**config.mk**
```make
export PLATFORM = sky130hd
export DESIGN_NAME = fir_mac_array_flat
export DESIGN_NICKNAME = d
export VERILOG_FILES = /design/src/fir_pkg.sv /design/src/fir_link_if.sv /design/src/fir_mac_array.sv /design/src/flat_wrapper.sv
export SDC_FILE = /design/constraint.sdc
export NUM_CORES = 2
export LEC_CHECK = 0
export BUFFER_PORTS_ARGS = -buffer_cell sky130_fd_sc_hd__buf_2
export CAP_MARGIN = 20
export CORE_MARGIN = 3
export CORE_UTILIZATION = 62
export CTS_BUF_LIST = sky130_fd_sc_hd__clkbuf_16
export CTS_CLUSTER_DIAMETER = 200
export DETAILED_ROUTE_END_ITERATION = 10
export PLACE_DENSITY = 0.78
export SYNTH_ARGS = -nofsm -noshare
export SYNTH_HDL_FRONTEND = slang
export SYNTH_SLANG_ARGS = --single-unit
```
**constraint.sdc**
```tcl
create_clock -name clk -period 13.3 [get_ports clk]
set_clock_uncertainty 0.05 [all_clocks]
set_input_delay 1.995 -clock clk [delete_from_list [all_inputs] [get_ports clk]]
set_output_delay 1.995 -clock clk [all_outputs]
set_load 0.1 [all_outputs]
```
**src/fir_pkg.sv**
```systemverilog
// Shared constants and types for the eight-cell FIR multiply-accumulate array
// and its sequencer.
// Assumes one system clock and that both ends compile against this package.
package fir_pkg;
  // Array shape
  localparam int CELLS = 8;
  localparam int SEL_W = 3;
  localparam logic [SEL_W-1:0] LAST_SEL = 3'h7;
  // Word widths
  localparam int SAMPLE_W = 8;
  localparam int COEF_W = 8;
  localparam int OPER_W = 9;
  localparam int PROD_W = 18;
  localparam int ACC_W = 26;
  localparam int RESULT_LOW_W = 16;
  // Pipeline: input reg, two multiplier regs, accumulator-side reg
  localparam int PIPELINE_DELAY = 4;
  localparam int CTL_STAGES = PIPELINE_DELAY - 1;
  localparam int VPIPE_W = PIPELINE_DELAY + 1;
  localparam int ENABLE_TAP = PIPELINE_DELAY - 1;
  localparam int CAPTURE_TAP = PIPELINE_DELAY;
  // Output stage shift-and-add distance
  localparam int SHIFT_ADD_BITS = 8;
  // Multi-pass: trailing zero coefficients per pass
  localparam int PASS_ZEROS = 7;
  // Sequencer sizes
  localparam int MAX_TAPS = 64;
  localparam int TAP_AW = 6;
  localparam int CYC_W = 7;
  localparam int INDEX_W = 16;
  // Coefficient hold per cell (decimation by 1, 2 or 3)
  typedef enum logic [1:0] {
    HOLD_ONE = 2'h0,
    HOLD_TWO = 2'h1,
    HOLD_THREE = 2'h2
  } decim_t;
endpackage

```
**src/fir_link_if.sv**
```systemverilog
// Link between the FIR MAC array and its sequencer.
// Assumes a single clock; the shared result bus is resolved here from the enables,
// and an undriven half reads as zero, as a pull-down would leave it.
`timescale 1ns/10ps
interface fir_link_if;
  // Sample and coefficient streams
  logic [fir_pkg::SAMPLE_W-1:0] sample;
  logic [fir_pkg::COEF_W-1:0] coef;
  logic [fir_pkg::COEF_W-1:0] coef_out;
  // Accumulator control
  logic accum_clear;
  logic [fir_pkg::SEL_W-1:0] cell_sel;
  logic shift_add;
  // Modes
  fir_pkg::decim_t decim_sel;
  logic coef_signed;
  logic sample_signed;
  // Result bus enables and driver side
  logic result_enable_low;
  logic result_enable_high;
  logic [fir_pkg::ACC_W-1:0] result_data;
  logic result_oe_low;
  logic result_oe_high;
  // Resolved bus level
  wire [fir_pkg::ACC_W-1:0] result_bus;

  // Each half reads zero unless its driver enable is high
  assign result_bus[fir_pkg::RESULT_LOW_W-1:0] =
    result_oe_low ? result_data[fir_pkg::RESULT_LOW_W-1:0] : '0;
  assign result_bus[fir_pkg::ACC_W-1:fir_pkg::RESULT_LOW_W] =
    result_oe_high ? result_data[fir_pkg::ACC_W-1:fir_pkg::RESULT_LOW_W] : '0;

  // Documented device end
  modport device (
    input sample, coef, accum_clear, cell_sel, shift_add,
    input decim_sel, coef_signed, sample_signed,
    input result_enable_low, result_enable_high,
    output coef_out, result_data, result_oe_low, result_oe_high
  );
  // Sequencer end
  modport sequencer (
    output sample, coef, accum_clear, cell_sel, shift_add,
    output decim_sel, coef_signed, sample_signed,
    output result_enable_low, result_enable_high,
    input coef_out, result_bus
  );
endinterface

```
**src/fir_mac_array.sv**
```systemverilog
// Eight-cell systolic FIR multiply-accumulate array, device end of the link.
// Assumes the sequencer aligns clear and cell select with the first sample
// of each new sum, and drives the result enables one cycle before it reads.
// Assumes every control on the link comes from a flop on the same clock, so
// nothing here is synchronised.
//
// Timing in brief: a clear for cell c seen at one edge reaches the output
// register three edges later, so the finished sum stands on result_data
// from the fourth cycle after the clear and stays until the next clear.
//
// Notes on behaviour
// - Four register stages from inputs to accumulator.
// - First sum appears length plus four clocks later.
// - One new sum every clock once full.
// - Last sum five clocks after last sample.
// - Output is sum of coefficient times delayed sample.
// - Cascade chains coefficients, shares samples and bus.
// - Cascade clear and enables driven per device.
// - Single device runs passes of seven plus length.
// - Pass feeds its samples, coefficients, seven zeros.
// - Read and clear during trailing zero coefficients.
// - Wide words use shifted added partial products.
// - Three coefficient delays allow hold of 1-3.
// - Coefficients ripple from cell zero; sample broadcast.
// - Eighteen-bit product, twenty-six-bit accumulator per cell.
// - Cells staggered so sums complete on successive clocks.
`timescale 1ns/10ps
module fir_mac_array (
  // Clock and reset
  input wire logic clk,
  input wire logic nrst,
  // Link to the sequencer
  fir_link_if.device link
);

  // Accumulator control travelling alongside the products
  typedef struct packed {
    logic clear;
    logic [fir_pkg::SEL_W-1:0] sel;
    logic shift_add;
  } ctl_t;

  // Whole state of the array
  typedef struct packed {
    // First coefficient delay of each cell, also its input register
    logic [fir_pkg::CELLS-1:0][fir_pkg::COEF_W-1:0] coef_input_reg;
    // Second and third coefficient delays of each cell
    logic [fir_pkg::CELLS-1:0][fir_pkg::COEF_W-1:0] coef_d2;
    logic [fir_pkg::CELLS-1:0][fir_pkg::COEF_W-1:0] coef_d3;
    // Broadcast sample register
    logic [fir_pkg::SAMPLE_W-1:0] sample_input_reg;
    // Product registers of each cell
    logic [fir_pkg::CELLS-1:0][fir_pkg::PROD_W-1:0] mult_stage_a_reg;
    logic [fir_pkg::CELLS-1:0][fir_pkg::PROD_W-1:0] mult_stage_b_reg;
    // Accumulator-side register of each cell
    logic [fir_pkg::CELLS-1:0][fir_pkg::ACC_W-1:0] accum_feed_reg;
    // Control pipeline, index 0 aligned with the input registers
    ctl_t [fir_pkg::CTL_STAGES-1:0] ctl;
    // Coefficient leaving the last cell
    logic [fir_pkg::COEF_W-1:0] coef_out;
    // Output stage accumulator
    logic [fir_pkg::ACC_W-1:0] result;
    // Registered bus enables
    logic oe_low;
    logic oe_high;
  } state_t;

  state_t q; // Current state
  state_t d; // Next state

  // Coefficient seen at a cell's output for the chosen hold
  function automatic logic [fir_pkg::COEF_W-1:0] hold_pick(
    input fir_pkg::decim_t mode,
    input logic [fir_pkg::COEF_W-1:0] one,
    input logic [fir_pkg::COEF_W-1:0] two,
    input logic [fir_pkg::COEF_W-1:0] three
  );
    logic [fir_pkg::COEF_W-1:0] pick;
    pick = one;
    case (mode)
      // Pass after one clock
      fir_pkg::HOLD_ONE: begin
        pick = one;
      end
      // Hold two clocks per cell
      fir_pkg::HOLD_TWO: begin
        pick = two;
      end
      // Hold three clocks per cell
      fir_pkg::HOLD_THREE: begin
        pick = three;
      end
      // Unused code acts as no hold
      default: begin
        pick = one;
      end
    endcase
    return pick;
  endfunction

  // Next-state logic for every cell and the output stage.
  // The multiplier sees the first coefficient delay of its cell whatever the
  // hold, so decimation only changes how fast coefficients walk the chain.
  // The accumulator-side register is the accumulator itself; the output stage
  // reads it in the same edge in which a clear restarts it, so the old sum is
  // taken before it is lost and no extra holding register is needed.
  // Operands are nine bits so that unsigned and two's complement words share
  // one signed multiplier; an unsigned product never reaches bit 17.
  always_comb begin
    logic [fir_pkg::COEF_W-1:0] cin;
    logic signed [fir_pkg::OPER_W-1:0] c_op;
    logic signed [fir_pkg::OPER_W-1:0] s_op;
    logic [fir_pkg::ACC_W-1:0] ext;
    logic [fir_pkg::ACC_W-1:0] picked;
    logic [fir_pkg::ACC_W-1:0] shifted;
    ctl_t c;
    logic tc;
    cin = link.coef;
    c_op = '0;
    s_op = '0;
    ext = '0;
    picked = '0;
    shifted = '0;
    c = q.ctl[fir_pkg::CTL_STAGES-1];
    tc = link.coef_signed | link.sample_signed;
    d = q;

    // Stage one: sample broadcast to all cells at once
    d.sample_input_reg = link.sample;

    // Stage one control, then carried along with the products
    d.ctl[0] = '{clear: link.accum_clear, sel: link.cell_sel, shift_add: link.shift_add};
    for (int k = 1; k < fir_pkg::CTL_STAGES; k++) begin
      d.ctl[k] = q.ctl[k-1];
    end

    for (int i = 0; i < fir_pkg::CELLS; i++) begin
      // Coefficient shifts through three delays; cell zero takes the input
      if (i == fir_pkg::CELLS - 1) begin
        // Matches the last cell's output one clock ahead, so no extra lag
        d.coef_out = hold_pick(link.decim_sel, cin, q.coef_input_reg[i], q.coef_d2[i]);
      end
      d.coef_input_reg[i] = cin;
      d.coef_d2[i] = q.coef_input_reg[i];
      d.coef_d3[i] = q.coef_d2[i];
      // Next cell is fed from the selected delay
      cin = hold_pick(link.decim_sel, q.coef_input_reg[i], q.coef_d2[i], q.coef_d3[i]);

      // Operands extended by sign or by zero as the mode asks
      c_op = {link.coef_signed & q.coef_input_reg[i][fir_pkg::COEF_W-1], q.coef_input_reg[i]};
      s_op = {link.sample_signed & q.sample_input_reg[fir_pkg::SAMPLE_W-1],
              q.sample_input_reg};
      // Stages two and three: 18-bit product
      d.mult_stage_a_reg[i] = fir_pkg::PROD_W'(c_op) * fir_pkg::PROD_W'(s_op);
      d.mult_stage_b_reg[i] = q.mult_stage_a_reg[i];

      // Stage four: product widened into the 26-bit accumulator
      ext = {{(fir_pkg::ACC_W - fir_pkg::PROD_W){q.mult_stage_b_reg[i][fir_pkg::PROD_W-1]}},
             q.mult_stage_b_reg[i]};
      if (c.clear && (c.sel == fir_pkg::SEL_W'(i))) begin
        // Cleared cell starts a new sum with this product only
        d.accum_feed_reg[i] = ext;
      end else begin
        // Other cells keep summing coefficient times sample
        d.accum_feed_reg[i] = q.accum_feed_reg[i] + ext;
      end
    end

    // Output stage takes the finished sum of the cleared cell
    // With no clear the output register holds, so a reader that comes late
    // still sees the last sum; shift-add chains rely on that held value.
    if (c.clear) begin
      picked = q.accum_feed_reg[c.sel];
      if (tc) begin
        shifted = fir_pkg::ACC_W'($signed(q.result) >>> fir_pkg::SHIFT_ADD_BITS);
      end else begin
        shifted = q.result >> fir_pkg::SHIFT_ADD_BITS;
      end
      if (c.shift_add) begin
        // Partial product added to the previous one moved down eight bits
        d.result = picked + shifted;
      end else begin
        // Plain readout of the finished sum
        d.result = picked;
      end
    end

    // Bus halves follow their enables one clock later
    // Registering them keeps the drive from glitching with the enable lines.
    d.oe_low = link.result_enable_low;
    d.oe_high = link.result_enable_high;
  end

  // State register.
  // Reset clears every delay line, so the first sums after reset only see
  // zero coefficients from before the release.
  always_ff @(posedge clk or negedge nrst) begin
    if (!nrst) begin
      q <= '0;
    end else begin
      q <= d;
    end
  end

  // Link outputs come straight from the state register.
  // The drive enables leave this block as flops; the bus itself is resolved
  // in the link so several arrays may share it in a cascade.
  assign link.coef_out = q.coef_out;
  assign link.result_data = q.result;
  assign link.result_oe_low = q.oe_low;
  assign link.result_oe_high = q.oe_high;

endmodule // fir_mac_array

```
**src/flat_wrapper.sv**
```systemverilog
// flat-port wrapper written by rule: the top's interface ports become plain ports
module fir_mac_array_flat 
  (clk, nrst, link_sample, link_coef, link_accum_clear, link_cell_sel, link_shift_add, link_decim_sel, link_coef_signed, link_sample_signed, link_result_enable_low, link_result_enable_high, link_coef_out, link_result_data, link_result_oe_low, link_result_oe_high);
  fir_link_if link_i ();
  input wire logic clk;
  input wire logic nrst;
  input wire logic [$bits(link_i.sample)-1:0] link_sample;
  input wire logic [$bits(link_i.coef)-1:0] link_coef;
  input wire logic [$bits(link_i.accum_clear)-1:0] link_accum_clear;
  input wire logic [$bits(link_i.cell_sel)-1:0] link_cell_sel;
  input wire logic [$bits(link_i.shift_add)-1:0] link_shift_add;
  input wire logic [$bits(link_i.decim_sel)-1:0] link_decim_sel;
  input wire logic [$bits(link_i.coef_signed)-1:0] link_coef_signed;
  input wire logic [$bits(link_i.sample_signed)-1:0] link_sample_signed;
  input wire logic [$bits(link_i.result_enable_low)-1:0] link_result_enable_low;
  input wire logic [$bits(link_i.result_enable_high)-1:0] link_result_enable_high;
  output wire logic [$bits(link_i.coef_out)-1:0] link_coef_out;
  output wire logic [$bits(link_i.result_data)-1:0] link_result_data;
  output wire logic [$bits(link_i.result_oe_low)-1:0] link_result_oe_low;
  output wire logic [$bits(link_i.result_oe_high)-1:0] link_result_oe_high;
  assign link_i.sample = link_sample;
  assign link_i.coef = link_coef;
  assign link_i.accum_clear = link_accum_clear;
  assign link_i.cell_sel = link_cell_sel;
  assign link_i.shift_add = link_shift_add;
  assign link_i.decim_sel = link_decim_sel;
  assign link_i.coef_signed = link_coef_signed;
  assign link_i.sample_signed = link_sample_signed;
  assign link_i.result_enable_low = link_result_enable_low;
  assign link_i.result_enable_high = link_result_enable_high;
  assign link_coef_out = link_i.coef_out;
  assign link_result_data = {>>{link_i.result_data}};
  assign link_result_oe_low = link_i.result_oe_low;
  assign link_result_oe_high = link_i.result_oe_high;
  fir_mac_array u_core (.clk(clk), .nrst(nrst), .link(link_i));
endmodule
```
==> summary.md <==
| Metric | Value |
|---|---|
| Run status | `finished, final reports clean` |
| Largest stage delay on the critical path | `0.58 ns` |
| Number of hold violations in the final report | `0` |
| Crit path top cell by count | `sky130_fd_sc_hd__fa_1` |
| Netlist area before placement | `roughly 59000 um2` |
| Wire per inst | `19.4 um` |
| Starting density of the core | `between 60% and 70%` |
| Number of nets in the synthesized netlist | `6994` |
| Global-route usage over all layers | `28.9%` |
| Ratio of cells with drive above 1 in the final layout | `6.41%` |
| Fraction of registers with async set/reset | `100%` |
| Level count of the clock H-tree | `3` |
| Vias in the first global route | `approximately 43000` |
| WS Path Type | `input pin to register` |
| Register bit total from synthesis | `739` |
| Max Cap Viol | `0` |
| Largest net degree at the start of global routing | `around 170` |
| Number of pins exceeding their max-slew limit in the final report | `0` |
| Antenna Violating Nets Remaining | `0` |
| Core Area | `roughly 94000 um2` |
| Least-Margin Pin Slew | `1.08 ns` |
| Final setup violation count | `0` |
| Sequence of cells on the critical path | `buf_2, nand2_4, buf_4, or2_2, fa_1, fa_1, inv_1, fa_1, fa_1, inv_1, fa_1, inv_1, ha_1, o21ai_0, a21boi_0, o21ai_0, nand2b_1, a21o_1, a41o_1, o41ai_1, xnor2_1` |
| RSZ-0062 raised after global routing | `false` |
| Boundary Pins | `65` |
| Endpoint of the lowest-slack register-to-register path | `u_core.d[366]` |
| Period utilisation layout | `54.4%` |
| Number of clock sinks | `739` |
| Sum of negative setup slack | `0 ns` |
| Hold Path Origin | `u_core.d[376]` |
| HPWL after detailed placement | `102 mm` |
| Total placed cells including tap cells | `6950` |
| Post-synthesis instance total | `5865` |
| Fraction of synthesized cell area taken by the top area cell type | `a little under a third` |
| Distinct cell type count of the synthesized netlist | `80` |
| Minimum setup slack among reg-to-reg paths | `around 6.7 ns` |
| EDFF count, synth | `0` |
| Clock latency at the later pin of the worst-skew pair | `0.65 ns` |
| Number of buffers added by the clock tree synthesis step | `81` |
| Clock input transition at the sequential cells of the worst setup and hold paths | `0.06 ns` |
| Minimum clock period | `7.24 ns` |
| Worst hold path depth | `0` |
| Critical Path AT | `7.69 ns` |
| Worst Setup End Kind | `register` |
| Number of nets in the layout | `just under 7000` |
| Antenna violations before repair | `3` |
| Horizontal extent of the die | `314 um` |
| Hold Crit Endpoint | `u_core.q[376]` |
| Warnings from Yosys | `0` |
| Aggregate routed wire length | `138 mm` |
| Startpoint types | `input pin` |
| First-pass iteration count of the detailed router | `6` |
| Timing-limited maximum frequency | `0.138 GHz` |
| Main flop type after synthesis | `sky130_fd_sc_hd__dfrtp_1` |
| Maximum VDD drop | `0.133 mV` |
| Maximum buffer depth of the clock tree | `3` |
| Via/cell ratio | `5.85` |
| Post-synthesis cell type with the largest combined area | `sky130_fd_sc_hd__dfrtp_1` |
| Remaining routing DRC violations | `0` |
| Top post-synthesis cells by area | `sky130_fd_sc_hd__dfrtp_1, sky130_fd_sc_hd__fa_1, sky130_fd_sc_hd__ha_1, sky130_fd_sc_hd__inv_1, sky130_fd_sc_hd__nand2_1` |
| Logic depth of the worst register-to-register path | `20` |
| Beginning of the worst register-to-register path | `u_core.q[547]` |
| Mean Syn Cell Area | `10.0 um2` |
| Initial drt markers | `3242` |
| Hold Path Class | `register to register` |
| Hold_buf cts | `0` |
| Cell type of the slowest stage on the worst timing path | `sky130_fd_sc_hd__buf_4` |
| Critical path fanouts, max | `42` |
| P&R area growth vs syn | `6.53%` |
| TritonCTS clock tree | `yes` |
| First-pass GRT wire length | `226 mm` |
| Leakage | `0.0313 uW` |
| Total congestion overflow | `0` |
| Data required time of the critical path | `13.76 ns` |
| Number of buffers added for setup after CTS | `0` |
| CTS root buf | `sky130_fd_sc_hd__clkbuf_16` |
| Power density of the placed cells | `approximately 240 nW/um2` |
| Slew Limit Headroom | `between 20% and 30%` |
| Standard-cell rows | `112` |
| Fraction of the yosys area taken by sequential cells | `31.4%` |
| Final standard cell count with taps included and fillers excluded | `7101` |
| Via Count | `approximately 42000` |
| I/O Buffers | `64` |
| Floorplan die height | `approximately 310 um` |
| Count of antenna diodes in the layout | `0` |
| GP Congestion | `0.938` |
| Post-CTS sizing | `0` |
| Die footprint | `98600 um2` |
-- worst max-delay path, delay by kind of cell --
kind | cells | cell delay (ns)
xor+xnor | 1 | 0.12
compound gates | 6 | 1.26
simple gates | 3 | 0.77
buf+inv | 5 | 0.84
fa+ha+maj | 6 | 2.67
-- cells in the mapped netlist, types with 22 or more instances --
cell and count:
sky130_fd_sc_hd__a211oi_1 32, sky130_fd_sc_hd__a21o_1 120, sky130_fd_sc_hd__a21oi_1 268, sky130_fd_sc_hd__a22oi_1 55, sky130_fd_sc_hd__a31oi_1 32, sky130_fd_sc_hd__and2_1 254, sky130_fd_sc_hd__and3_1 36, sky130_fd_sc_hd__buf_1 35
sky130_fd_sc_hd__buf_4 34, sky130_fd_sc_hd__clkbuf_1 193, sky130_fd_sc_hd__dfrtp_1 739, sky130_fd_sc_hd__fa_1 569, sky130_fd_sc_hd__ha_1 531, sky130_fd_sc_hd__inv_1 773, sky130_fd_sc_hd__mux2_2 26, sky130_fd_sc_hd__mux4_2 52
sky130_fd_sc_hd__nand2_1 618, sky130_fd_sc_hd__nand2b_1 46, sky130_fd_sc_hd__nand3_1 58, sky130_fd_sc_hd__nor2_1 312, sky130_fd_sc_hd__nor2b_1 54, sky130_fd_sc_hd__nor3_1 52, sky130_fd_sc_hd__o21a_1 50, sky130_fd_sc_hd__o21ai_0 287
sky130_fd_sc_hd__o21bai_1 22, sky130_fd_sc_hd__xnor2_1 197, sky130_fd_sc_hd__xor2_1 117
-- registers in the layout, summed over array words and instances, names as in the netlist --
name,flops
u_core.link.result_data,26
u_core.d,282
u_core.q,421
u_core.link.coef_out,8
u_core.link.result_oe_low,1
u_core.link.result_oe_high,1
-- worst max-delay path by stage --
stage,cells after the start,slack [ns],from,end
floorplan,20,6.45,link_sample_signed,u_core.d[330]
global placement,21,5.66,link_sample_signed,u_core.d[366]
detailed placement,21,5.46,link_sample_signed,u_core.d[366]
CTS,21,6.13,link_sample_signed,u_core.d[366]
global route,21,5.83,link_sample_signed,u_core.d[366]
finish,21,6.06,link_sample_signed,u_core.d[366]
-- layer usage --
layer  track usage, %  share of wire [%]  vias up
li1                 -                  -    19000
met1             40.5                 43    20700
met2             45.3                 45     1463
met3             4.79                7.3      324
met4             12.2                4.4        2
met5                0             0.0094        -
-- where the power goes --
| group | leakage [uW] | internal, uW | switching (uW) | total (uW) |
|---|---|---|---|---|
| sequential | 0.00904 | 3170 | 819 | 3990 |
| combinational | 0.0209 | 3890 | 5100 | 8990 |
| clock | 0.00138 | 1340 | 983 | 2330 |
| total | 0.0313 | 8400 | 6900 | 15300 |
-- through the flow --
| step | hold WS [ns] | total power, uW | instance area [um2] | worst slack, ns | util [%] |
|---|---|---|---|---|---|
| detailed placement | 0.285 | 12800 | 59900 | 5.46 | 63.9 |
| floorplan | 0.281 | 10700 | 58800 | 6.45 | - |
| finish | 0.284 | 15300 | 62600 | 6.06 | 66.8 |
| CTS | 0.288 | 15200 | 62600 | 6.13 | 66.8 |
| global placement | 0.282 | 12500 | 59900 | 5.66 | 63.9 |
| global route | 0.292 | 16600 | 62600 | 5.83 | 66.8 |
-- kinds of logic (layout without fill, tap and decap cells) --
family | after synthesis | after routing | share of synthesized area (%)
AOI/OAI and AO/OA | 1050 | 1050 | 11.4
xor gates and xnor gates | 314 | 314 | 4.68
adders and majority gates | 1100 | 1100 | 30.7
buffers and inverters | 1043 | 1025 | 6.89
DFF | 739 | 739 | 31.4
muxes | 93 | 93 | 2.74
and+or+nand+nor | 1526 | 1526 | 12.2
-- area by class of cell --
type / count / area [um2]
Clock buffer: 83 / 2080
Clock inverter: 67 / 662
Fill cell: 6986 / 31100
Inverter: 774 / 2910
Multi-Input combinational cell: 4083 / 36300
Sequential cell: 739 / 18500
Tap cell: 1254 / 1570
Timing Repair Buffer: 101 / 628
-- cells in the final DEF (no fill, tap or decap), types with 11 or more instances in the layout --
| master | count |
|---|---|
| sky130_fd_sc_hd__inv_1 | 786 |
| sky130_fd_sc_hd__dfrtp_1 | 729 |
| sky130_fd_sc_hd__nand2_1 | 617 |
| sky130_fd_sc_hd__fa_1 | 569 |
| sky130_fd_sc_hd__ha_1 | 529 |
| sky130_fd_sc_hd__nor2_1 | 312 |
| sky130_fd_sc_hd__o21ai_0 | 287 |
| sky130_fd_sc_hd__a21oi_1 | 268 |
| sky130_fd_sc_hd__and2_1 | 254 |
| sky130_fd_sc_hd__xnor2_1 | 197 |
| sky130_fd_sc_hd__a21o_1 | 120 |
| sky130_fd_sc_hd__xor2_1 | 117 |
| sky130_fd_sc_hd__clkbuf_16 | 83 |
| sky130_fd_sc_hd__buf_2 | 63 |
| sky130_fd_sc_hd__nand3_1 | 58 |
| sky130_fd_sc_hd__a22oi_1 | 55 |
| sky130_fd_sc_hd__nor2b_1 | 53 |
| sky130_fd_sc_hd__mux4_2 | 52 |
| sky130_fd_sc_hd__o21a_1 | 50 |
| sky130_fd_sc_hd__nor3_1 | 50 |
| sky130_fd_sc_hd__nand2b_1 | 46 |
| sky130_fd_sc_hd__and3_1 | 36 |
| sky130_fd_sc_hd__buf_4 | 35 |
| sky130_fd_sc_hd__a31oi_1 | 32 |
| sky130_fd_sc_hd__a211oi_1 | 32 |
| sky130_fd_sc_hd__mux2_2 | 26 |
| sky130_fd_sc_hd__o21bai_1 | 22 |
| sky130_fd_sc_hd__or2_2 | 21 |
| sky130_fd_sc_hd__o31ai_1 | 21 |
| sky130_fd_sc_hd__a221oi_1 | 20 |
| sky130_fd_sc_hd__nand4_1 | 19 |
| sky130_fd_sc_hd__a21boi_0 | 16 |
| sky130_fd_sc_hd__mux2i_1 | 15 |
| sky130_fd_sc_hd__o2111ai_1 | 14 |
| sky130_fd_sc_hd__or3_1 | 13 |
| sky130_fd_sc_hd__a211o_1 | 13 |
| sky130_fd_sc_hd__o211ai_1 | 12 |
| sky130_fd_sc_hd__clkinv_2 | 12 |
| sky130_fd_sc_hd__nor3b_1 | 11 |
Power figures use the tool's default switching activity.
